==> src/design/sbl_pkg.sv <==
// Constants, types and state carriers for the serial bootstrap loader.
// Assumes a single 50 MHz clock and a synchronous serial receive input.
package sbl_pkg;

    // ****************************************
    // Timing
    // ****************************************
    localparam int CLK_HZ = 50_000_000;
    localparam int BAUD_FAST_HZ = 7812;
    localparam int BAUD_SLOW_HZ = 1200;
    localparam int FAST_BIT_CYC = CLK_HZ / BAUD_FAST_HZ;
    localparam int SLOW_BIT_CYC = CLK_HZ / BAUD_SLOW_HZ;
    localparam logic [15:0] CMP_DELAY_RESET = 16'h1000;

    // ****************************************
    // Characters and addresses
    // ****************************************
    localparam logic [7:0] SYNC_CHAR = 8'hFF;
    localparam logic [7:0] SLOW_PAT_A = 8'hC0;
    localparam logic [7:0] SLOW_PAT_B = 8'hE0;
    localparam logic [15:0] REG_BLOCK_BASE = 16'h1000;
    localparam logic [15:0] STACK_INIT = 16'h00FF;
    localparam logic [15:0] RAM_BASE = 16'h0000;

    // ****************************************
    // Register map and fields
    // ****************************************
    localparam logic [7:0] OFS_CTRL = 8'h00;
    localparam logic [7:0] OFS_PERIPH_CTRL = 8'h04;
    localparam logic [7:0] OFS_CMP_DELAY = 8'h08;
    localparam logic [7:0] OFS_STAT = 8'h0C;
    localparam logic [7:0] OFS_MASK = 8'h10;
    localparam logic [7:0] OFS_INFO = 8'h14;
    localparam int CTRL_RX_EN = 0;
    localparam int CTRL_TX_EN = 1;
    localparam int WIRED_OR_BIT = 5;
    localparam int EV_RX = 0;
    localparam int EV_SLOW = 1;
    localparam int EV_DONE = 2;
    localparam int EV_ERR = 3;
    localparam logic [1:0] CTRL_RESET = 2'h3;
    localparam logic [7:0] PERIPH_CTRL_RESET = 8'h20;
    localparam logic [3:0] TX_LAST_BIT = 4'h9;
    localparam logic [3:0] RX_LAST_BIT = 4'h7;

    // ****************************************
    // Types
    // ****************************************
    typedef enum logic [2:0] {
        ST_IDLE = 3'h0, ST_SYNC = 3'h1, ST_LOAD = 3'h3, ST_JUMP = 3'h2, ST_DONE = 3'h6
    } sbl_state_e;

    typedef enum logic [1:0] {
        RX_IDLE = 2'h0, RX_START = 2'h1, RX_DATA = 2'h3, RX_STOP = 2'h2
    } sbl_rxph_e;

    typedef struct packed {
        logic valid;
        logic ferr;
        logic [7:0] data;
    } sbl_rxbyte_s;

    typedef struct packed {
        sbl_rxph_e phase;
        logic [15:0] cnt;
        logic [3:0] bitn;
        logic [7:0] shift;
        logic rx_prev;
        sbl_rxbyte_s out;
    } sbl_rx_s;

    typedef struct packed {
        sbl_state_e state;
        logic strap_done;
        logic boot;
        logic [15:0] sp;
        logic [15:0] ix;
        logic [1:0] ctrl;
        logic [7:0] periph_ctrl;
        logic [15:0] cmp_delay;
        logic [3:0] status;
        logic [3:0] mask;
        logic [31:0] rdata;
        logic irq;
        logic slow;
        logic [15:0] count;
        logic ram_we;
        logic [15:0] ram_addr;
        logic [7:0] ram_data;
        logic [7:0] pre;
        logic [15:0] tout;
        logic jump;
        logic [15:0] jaddr;
        logic tx_busy;
        logic [9:0] tx_shift;
        logic [15:0] tx_cnt;
        logic [3:0] tx_bitn;
        logic txd;
        logic txd_oe;
    } sbl_top_s;

endpackage

==> src/design/sbl_loader.sv <==
// Serial bootstrap loader top: strap capture, autobaud, download to RAM,
// timeout, jump, echo transmitter and software register port.
// Assumes synchronous inputs, a single-cycle RAM write port outside.
//
// Function
// Boot strap selects reset vector from the internal boot ROM.
// Serial port starts fast, switches to slow rate on matching first character.
// Rate chosen from first character only, kept for the whole download.
// Received program bytes are written to RAM in arrival order.
// After the download a jump hands control to the loaded program.
// Receiver finds start edge, checks start low, samples data mid-bit.
// Fast-rate decode of slow sync as C0 or E0 selects slow rate.
// Host sends all-ones first; other first characters may raise errors.
// Init sets the stack pointer and index base to register block.
// Wired-OR select bit set at init; transmit pin then only pulls low.
// Receiver and transmitter both enabled; transmitter echoes bytes to host.
// Download ends when no character arrives within the compare-register delay.
// Boot mode is privileged, allowing configuration register programming.
// Expansion bus stays available to be enabled after boot reset.
// Jump target is the first RAM address written.
//
// Local design decisions: the plain strobed port and the register addresses.
`timescale 1ns/1ps
module sbl_loader
    import sbl_pkg::*;
#(
    parameter logic [15:0] FAST_BIT_CYCLES = 16'(FAST_BIT_CYC),
    parameter logic [15:0] SLOW_BIT_CYCLES = 16'(SLOW_BIT_CYC)
) (
    input wire logic clk_in,
    input wire logic rstn_in,
    input wire logic boot_mode_in,
    input wire logic rxd_in,
    input wire logic [7:0] reg_addr_in,
    input wire logic [31:0] reg_wdata_in,
    input wire logic reg_wr_in,
    input wire logic reg_rd_in,
    output logic [31:0] reg_rdata_out,
    output logic irq_out,
    output logic txd_out,
    output logic txd_oe_out,
    output logic ram_we_out,
    output logic [15:0] ram_addr_out,
    output logic [7:0] ram_wdata_out,
    output logic jump_out,
    output logic [15:0] jump_addr_out,
    output logic boot_vector_sel_out,
    output logic privileged_out,
    output logic expansion_allow_out,
    output logic [15:0] sp_init_out,
    output logic [15:0] index_base_out
);

    sbl_top_s s_reg;
    sbl_top_s s_next;
    sbl_rxbyte_s rxb;
    logic rx_en;
    logic [15:0] bit_cyc;
    logic tout_hit;
    logic [3:0] ev;
    logic echo_go;

    // ****************************************
    // Receiver
    // ****************************************
    assign rx_en = s_reg.ctrl[CTRL_RX_EN] && (s_reg.state == ST_SYNC || s_reg.state == ST_LOAD);
    assign bit_cyc = s_reg.slow ? SLOW_BIT_CYCLES : FAST_BIT_CYCLES;
    assign tout_hit = (s_reg.tout >= s_reg.cmp_delay);
    assign echo_go = s_reg.state == ST_LOAD && rxb.valid && s_reg.ctrl[CTRL_TX_EN] && !s_reg.tx_busy;

    sbl_rx u_rx (
        .clk_in(clk_in),
        .rstn_in(rstn_in),
        .rx_in(rxd_in),
        .enable_in(rx_en),
        .bit_cycles_in(bit_cyc),
        .byte_out(rxb)
    );

    // ****************************************
    // Next state
    // ****************************************
    always_comb begin
        s_next = s_reg;
        ev = 4'h0;
        s_next.ram_we = 1'b0;
        s_next.jump = 1'b0;
        s_next.rdata = 32'h0000_0000;

        // Strap caught one edge after release, never in the reset branch
        if (!s_reg.strap_done) begin
            s_next.strap_done = 1'b1;
            s_next.boot = boot_mode_in;
            s_next.sp = STACK_INIT;
            s_next.ix = REG_BLOCK_BASE;
            s_next.state = boot_mode_in ? ST_SYNC : ST_IDLE;
        end

        case (s_reg.state)
            ST_IDLE: begin
                s_next.state = s_next.state;
            end
            ST_SYNC: begin
                if (rxb.valid) begin
                    // Only the first character can change the rate
                    if (rxb.data == SLOW_PAT_A || rxb.data == SLOW_PAT_B) begin
                        s_next.slow = 1'b1;
                        ev[EV_SLOW] = 1'b1;
                    end else if (rxb.data != SYNC_CHAR) begin
                        ev[EV_ERR] = 1'b1;
                    end
                    s_next.state = ST_LOAD;
                    s_next.tout = 16'h0000;
                    s_next.pre = 8'h00;
                end else if (rxb.ferr) begin
                    ev[EV_ERR] = 1'b1;
                end
            end
            ST_LOAD: begin
                if (rxb.valid) begin
                    s_next.ram_we = 1'b1;
                    s_next.ram_addr = RAM_BASE + s_reg.count;
                    s_next.ram_data = rxb.data;
                    s_next.count = s_reg.count + 16'h0001;
                    s_next.tout = 16'h0000;
                    s_next.pre = 8'h00;
                    ev[EV_RX] = 1'b1;
                end else if (tout_hit) begin
                    s_next.state = ST_JUMP;
                end else begin
                    s_next.pre = s_reg.pre + 8'h01;
                    if (s_reg.pre == 8'hFF) begin
                        s_next.tout = s_reg.tout + 16'h0001;
                    end
                end
                if (rxb.ferr) begin
                    ev[EV_ERR] = 1'b1;
                end
            end
            ST_JUMP: begin
                s_next.jump = 1'b1;
                s_next.jaddr = RAM_BASE;
                s_next.state = ST_DONE;
                ev[EV_DONE] = 1'b1;
            end
            ST_DONE: begin
                s_next.state = ST_DONE;
            end
            default: begin
                s_next.state = ST_IDLE;
            end
        endcase

        // ****************************************
        // Echo transmitter
        // ****************************************
        // A byte arriving while the echo is still busy is not echoed
        if (echo_go) begin
            s_next.tx_busy = 1'b1;
            s_next.tx_shift = {1'b1, rxb.data, 1'b0};
            s_next.tx_cnt = bit_cyc - 16'h0001;
            s_next.tx_bitn = 4'h0;
            s_next.txd = 1'b0;
        end else if (s_reg.tx_busy) begin
            if (s_reg.tx_cnt == 16'h0000) begin
                s_next.tx_cnt = bit_cyc - 16'h0001;
                if (s_reg.tx_bitn == TX_LAST_BIT) begin
                    s_next.tx_busy = 1'b0;
                    s_next.txd = 1'b1;
                end else begin
                    s_next.tx_shift = {1'b1, s_reg.tx_shift[9:1]};
                    s_next.txd = s_reg.tx_shift[1];
                    s_next.tx_bitn = s_reg.tx_bitn + 4'h1;
                end
            end else begin
                s_next.tx_cnt = s_reg.tx_cnt - 16'h0001;
            end
        end
        // Wired-OR keeps the pin off while idle, so a listener is never fought
        s_next.txd_oe = s_next.periph_ctrl[WIRED_OR_BIT] ? !s_next.txd : 1'b1;

        // ****************************************
        // Register port
        // ****************************************
        if (reg_wr_in) begin
            case (reg_addr_in)
                OFS_CTRL: s_next.ctrl = reg_wdata_in[1:0];
                OFS_PERIPH_CTRL: s_next.periph_ctrl = reg_wdata_in[7:0];
                OFS_CMP_DELAY: s_next.cmp_delay = reg_wdata_in[15:0];
                OFS_STAT: s_next.status = s_reg.status & ~reg_wdata_in[3:0];
                OFS_MASK: s_next.mask = reg_wdata_in[3:0];
                default: s_next.ctrl = s_next.ctrl;
            endcase
        end
        // Set wins over a clear in the same cycle
        s_next.status = s_next.status | ev;
        if (s_next.periph_ctrl[WIRED_OR_BIT] != s_reg.periph_ctrl[WIRED_OR_BIT]) begin
            s_next.txd_oe = s_next.periph_ctrl[WIRED_OR_BIT] ? !s_next.txd : 1'b1;
        end
        if (reg_rd_in) begin
            case (reg_addr_in)
                OFS_CTRL: s_next.rdata = {30'h0000_0000, s_reg.ctrl};
                OFS_PERIPH_CTRL: s_next.rdata = {24'h00_0000, s_reg.periph_ctrl};
                OFS_CMP_DELAY: s_next.rdata = {16'h0000, s_reg.cmp_delay};
                OFS_STAT: s_next.rdata = {28'h000_0000, s_reg.status};
                OFS_MASK: s_next.rdata = {28'h000_0000, s_reg.mask};
                OFS_INFO: s_next.rdata = {12'h000, s_reg.state, s_reg.slow, s_reg.count};
                default: s_next.rdata = 32'h0000_0000;
            endcase
        end
        s_next.irq = |(s_next.status & s_next.mask);
    end

    always_ff @(posedge clk_in or negedge rstn_in) begin
        if (!rstn_in) begin
            s_reg <= '0;
            s_reg.ctrl <= CTRL_RESET;
            s_reg.periph_ctrl <= PERIPH_CTRL_RESET;
            s_reg.cmp_delay <= CMP_DELAY_RESET;
            s_reg.txd <= 1'b1;
        end else begin
            s_reg <= s_next;
        end
    end

    // ****************************************
    // Outputs
    // ****************************************
    assign reg_rdata_out = s_reg.rdata;
    assign irq_out = s_reg.irq;
    assign txd_out = s_reg.txd;
    assign txd_oe_out = s_reg.txd_oe;
    assign ram_we_out = s_reg.ram_we;
    assign ram_addr_out = s_reg.ram_addr;
    assign ram_wdata_out = s_reg.ram_data;
    assign jump_out = s_reg.jump;
    assign jump_addr_out = s_reg.jaddr;
    assign boot_vector_sel_out = s_reg.boot;
    assign privileged_out = s_reg.boot;
    assign expansion_allow_out = s_reg.strap_done;
    assign sp_init_out = s_reg.sp;
    assign index_base_out = s_reg.ix;
endmodule

==> src/design/sbl_rx.sv <==
// Serial receiver: start edge, start check, mid-bit sampling, stop check.
// Assumes rx_in is synchronous and bit_cycles_in only changes while idle.
`timescale 1ns/1ps
module sbl_rx
    import sbl_pkg::*;
(
    input wire logic clk_in,
    input wire logic rstn_in,
    input wire logic rx_in,
    input wire logic enable_in,
    input wire logic [15:0] bit_cycles_in,
    output sbl_rxbyte_s byte_out
);

    sbl_rx_s s_reg;
    sbl_rx_s s_next;

    // ****************************************
    // Next state
    // ****************************************
    always_comb begin
        s_next = s_reg;
        s_next.out.valid = 1'b0;
        s_next.out.ferr = 1'b0;
        s_next.rx_prev = rx_in;
        case (s_reg.phase)
            RX_IDLE: begin
                if (enable_in && s_reg.rx_prev && !rx_in) begin
                    s_next.phase = RX_START;
                    s_next.cnt = {1'b0, bit_cycles_in[15:1]};
                end
            end
            RX_START: begin
                if (s_reg.cnt == 16'h0000) begin
                    // Glitch on the line is dropped, not framed
                    s_next.phase = rx_in ? RX_IDLE : RX_DATA;
                    s_next.cnt = bit_cycles_in - 16'h0001;
                    s_next.bitn = 4'h0;
                end else begin
                    s_next.cnt = s_reg.cnt - 16'h0001;
                end
            end
            RX_DATA: begin
                if (s_reg.cnt == 16'h0000) begin
                    s_next.shift = {rx_in, s_reg.shift[7:1]};
                    s_next.cnt = bit_cycles_in - 16'h0001;
                    s_next.bitn = s_reg.bitn + 4'h1;
                    if (s_reg.bitn == RX_LAST_BIT) begin
                        s_next.phase = RX_STOP;
                    end
                end else begin
                    s_next.cnt = s_reg.cnt - 16'h0001;
                end
            end
            RX_STOP: begin
                if (s_reg.cnt == 16'h0000) begin
                    s_next.phase = RX_IDLE;
                    s_next.out.data = s_reg.shift;
                    s_next.out.valid = rx_in;
                    s_next.out.ferr = !rx_in;
                end else begin
                    s_next.cnt = s_reg.cnt - 16'h0001;
                end
            end
            default: begin
                s_next.phase = RX_IDLE;
            end
        endcase
    end

    always_ff @(posedge clk_in or negedge rstn_in) begin
        if (!rstn_in) begin
            s_reg <= '0;
            s_reg.rx_prev <= 1'b1;
        end else begin
            s_reg <= s_next;
        end
    end

    assign byte_out = s_reg.out;
endmodule

==> config.mk <==
export PLATFORM = sky130hd
export DESIGN_NAME = sbl_loader
export DESIGN_NICKNAME = d
export VERILOG_FILES = /design/src/design/sbl_pkg.sv /design/src/design/sbl_loader.sv /design/src/design/sbl_rx.sv
export SDC_FILE = /design/constraint.sdc
export NUM_CORES = 1
export LEC_CHECK = 0
export ABC_AREA = 1
export BUFFER_PORTS_ARGS = -buffer_cell sky130_fd_sc_hd__buf_2
export CAP_MARGIN = 20
export CORE_AREA = 2 2 142 144
export DETAILED_ROUTE_END_ITERATION = 8
export DIE_AREA = 0 0 144 146
export PLACE_DENSITY_LB_ADDON = 0.15
export SLEW_MARGIN = 15
export SYNTH_ARGS = -nofsm -noshare
export SYNTH_HDL_FRONTEND = slang
export SYNTH_SLANG_ARGS = --single-unit
==> constraint.sdc <==
create_clock -name clk_in -period 4.7 [get_ports clk_in]
set_input_delay 0.94 -clock clk_in [delete_from_list [all_inputs] [get_ports clk_in]]
set_output_delay 0.94 -clock clk_in [all_outputs]
set_load 0.01 [all_outputs]
# == After elaboration in Yosys (flattened, before gate mapping) ==
# Index checks and enable logic that the tools add are counted.
# classes
eq_ne,29
order_cmp,1
n_addsub,8
muxes,59
reduce_logical,35
n_bitwise,4
# ops
cell,count
$pmux 20 s6,1
$mux 16,6
$mux 24,3
$pmux 18 s4,1
$mux 32,2
$mux 25,2
$pmux 24 s2,1
$sub 16x1->16 const B,3
$mux 37,1
$add 16x1->16 const B,2
$logic_not 16->1,2
$mux 10,3
$mux 30,1
$eq 8x8->1 const B,3
$mux 20,1
$mux 18,1
$mux 17,1
$eq 8x4->1 const B,2
$eq 8x5->1 const B,2
$ge 16x16->1,1
$mux 1,16
$mux 4,4
$reduce_and 2->1,7
$mux 12,1
39 further kinds,69
# totals
reg_bits,215
output_inout_bits,112

# == Longest topological paths before layout ==
# logic_depth
depth_word,8
mapped_depth,16

# == Hierarchy ==
# From an unflattened synthesis, not the netlist that was laid out.
# unflattened
hier_cells,1602
area_unflattened_um2,12075.3
# by_module_without_submodules
module,instances,area_per_inst_um2,cells_each
sbl_loader,1,9130.0,1165
sbl_rx,1,2945.3,437

# == Least setup slack after synthesis ==
# No wires, ideal clock.
# synth_path
kind,input to register
start,input port reg_addr_in[7]
end,register s_reg[176] (netlist bit)
stages,10
slack_ns,2.576
arrival_time_ns,1.994
setup_ns,0.130
cell_sequence,nor2_1 -> nand2_1 -> inv_1 -> buf_2 -> nand2_1 -> nor2_2 -> inv_1 -> clkbuf_1 -> nand2_1 -> o21ai_1
# synth_via
elab_chain_cells,2
# synth_rtl
item,line,source
from (decl),sbl_loader.sv:34,"input wire logic [7:0] reg_addr_in,"
$eq 8x3->1,sbl_loader.sv:186,case (reg_addr_in)
$reduce_and 2->1 (no source line),--,
to (signal assigned),sbl_loader.sv:222,s_reg <= s_next;
to (decl),sbl_loader.sv:54,sbl_top_s s_reg;
# No other way between the ends.
# A chain may end at the register's enable or synchronous reset.

# == Worst setup path after layout ==
# layout_path
start,input port reg_addr_in[7]
end,register s_reg[167] (netlist bit)
# layout_via
elab_chain_cells,2
# layout_rtl
item,line
$eq 8x4->1,sbl_loader.sv:186
$reduce_and 2->1 (no source line),--
# No other way between the ends.

==> impl_metrics.csv <==
group,metric,value,unit
run_status,status,"completed",
placement,port_buffers,90,
die,fp.dieH,146,um
synth,synth.distinct_cells,46,
synth,synth-seq-area-share,0.450,
clocking,clock_path_buffers,3,
clocking,clock_latency,0.50,ns
sta,fin_tns_setup,0,ns
synth,ys_async_sr_fraction,1.00,
clocking,root_buffer,"clkbuf_16",
setup_path,crit_chain,"buf_2 > nor2_1 > nand2_1 > inv_1 > nand2_1 > inv_1 > nand2_1 > nor2_1 > a21oi_1",
synth,synth_most_common_cell,"nand2_1",
pwr,p_per_area,389,nW/um^2
cells_and_area,seq_area,5040,um^2
cells_and_area,multi_input_area,4830,um^2
sta,tightest_slew,0.940,ns
sta,fin_crit_sh,0.594,
cells_and_area,nFillCells,1691,
pwr,leakagePower,6.19,nW
clocking,path_clk_slew,0.06,ns
synth,yosys_warnings,0,
routing,dr.pass1.iters,5,
die,core,19300,um^2
grt,antenna_found_initial,1,
synth,synth.largest_area_cell,"dfrtp_1",
die,die_area,21000,um^2
sta,finClkSkew,0.0157,ns
cells_and_area,nNetsFinal,1534,
setup_path,cp-end-kind,"register",
die,die_w,144,um
worst_hold_path,hp-class,"register to register",
setup_path,critPathLaunchType,"input pin",
clocking,cts_buffers,23,
synth,avgSynthCellArea,7.79,um^2
synth,synth_edf_count,0,
routing,first_iter_violations,709,
sta,hold-worst-slack,0.461,ns
sta,slew_viol_final,0,
sta,clock.fmax,0.358,GHz
setup_path,arrival,3.14,ns
sta,grt_setup_unrepaired,"no",
routing,drcViolationCount,0,
clocking,cts-resized-gates,0,
synth,synthesis.instances,1436,
sta,finalSetupViolations,0,
setup_path,required,5.05,ns
synth,syn_area,11200,um^2
die,start_util,0.579,
synth,synthTopCellsByArea,"dfrtp_1, nand2_1, buf_4",
sta,final_hold_viol_count,0,
cells_and_area,final_area,12100,um^2
grt,grt_usage,0.233,
cells_and_area,finalNonFillerCells,1747,
setup_path,slowest_delay,0.61,ns
cells_and_area,drive_gt1_frac,0.122,
clocking,clock-sinks,201,
placement,dpl_worst_slack,1.39,ns
placement,gp_congestion,0.921,
routing,wire_per_inst,13.8,um
routing,vias,8874,
pwr,peakVddDrop,0.243,mV
clocking,tritoncts,"built",
setup_path,path_max_fanout,32,
synth,ys_ff_latch,201,
clocking,htree_levels,1,
cells_and_area,fin_util,0.625,
grt,grt-ovfl-total,0,
sta,finalWorstSetupSlack,1.91,ns
synth,yosys.area.top_type_share,0.436,
placement,post_dp_cell_area,11200,um^2
routing,viasPerCell,5.08,
routing,postRouteWirelength,24.0,mm
grt,grt_pass1_wl,40.3,mm
setup_path,criticalPathCategory,"input pin to register",
grt,grt_pass1_vias,8231,
synth,synth_commonest_cells,"nand2_1, dfrtp_1, nor2_1, inv_1, nand3_1",
cells_and_area,largest_register_ffs,108,
pwr,total_power,4.70,mW
synth,synth_ff_type,"dfrtp_1",
sta,period_needed,2.79,ns
clocking,ctsHoldBuffers,0,
placement,placedCellCount,1704,
setup_path,path_common_cell,"nand2_1",
die,rows,51,
setup_path,crit_slowest_cell,"nand2_1",
cells_and_area,area_growth_syn_to_layout,8.09,%
placement,place_hpwl,17.0,mm
clocking,post_cts_buffers,0,
grt,grt_max_degree,114,
sta,relSlewSlack,0.373,
routing,detail-route-antenna-nets,0,
die,io_pins,158,
job,maxCapViolCount,0,
==> power by group <==
| part | internal [mW] | total, mW | switching, mW |
|---|---|---|---|
| registers | 1.83 | 1.96 | 0.125 |
| clock network | 1.28 | 1.99 | 0.718 |
| logic | 0.237 | 0.745 | 0.508 |
==> final timing paths <==
check | cells past startpoint | slack (ns) | to | from
setup / recovery | 9 | 1.91 | s_reg[167] | reg_addr_in[7]
hold / removal | 2 | 0.46 | s_reg[31] | s_reg[31]
setup reg to reg | 10 | 2.11 | u_rx.s_reg[38] | u_rx.s_reg[23]
hold reg to reg | 2 | 0.46 | s_reg[31] | s_reg[31]
max in group asynchronous | 2 | 3.12 | u_rx.s_reg[10] | rstn_in
min in group asynchronous | 1 | 0.56 | s_reg[62] | rstn_in
==> placed cells by master (no fill, tap or decap), types with 16 or more instances in the layout <==
| cell | n |
|---|---|
| dfrtp_1 | 195 |
| clkbuf_16 | 23 |
| xor2_1 | 34 |
| o21ai_0 | 92 |
| nand2_1 | 382 |
| nor2_1 | 138 |
| ha_1 | 24 |
| buf_2 | 89 |
| conb_1 | 52 |
| a21oi_1 | 40 |
| nand4_1 | 16 |
| inv_1 | 137 |
| nand3_1 | 113 |
| nor3_1 | 21 |
==> cells by family (layout without fill, tap and decap cells) <==
family,count (synthesis),count (layout),synth area share
AO/OA/AOI/OAI,170,170,0.0828
XOR/XNOR,46,46,0.0360
adder cells (fa/ha/maj),24,24,0.0268
buffers and inverters,286,281,0.134
flip-flops,201,201,0.450
multiplexers,1,1,0.00101
other,2,53,0.000671
AND/OR/NAND/NOR,706,706,0.268
==> worst max-delay path, delay by kind of cell <==
kind	cells	cell delay [ns]
AO/OA/AOI/OAI	1	0.07
AND/OR/NAND/NOR	5	1.40
buffers and inverters	3	0.71
==> routing by layer <==
metal,up-vias,global-route usage,share of wire
li1,4485,-,-
met1,4135,0.360,0.49
met2,225,0.356,0.44
met3,27,0.0273,0.053
met4,2,0.0485,0.012
met5,-,0,0.00046
==> area by class of cell <==
class                      count  area share
antenna                        1    0.000207
clock inverter                13      0.0181
multi-input combinational    999       0.400
clock buffer                  29      0.0519
inverter                     147      0.0456
sequential                   201       0.417
timing repair buffer          92      0.0403
tap                          265      0.0274
No activity file was read; power rests on OpenSTA's default activity.
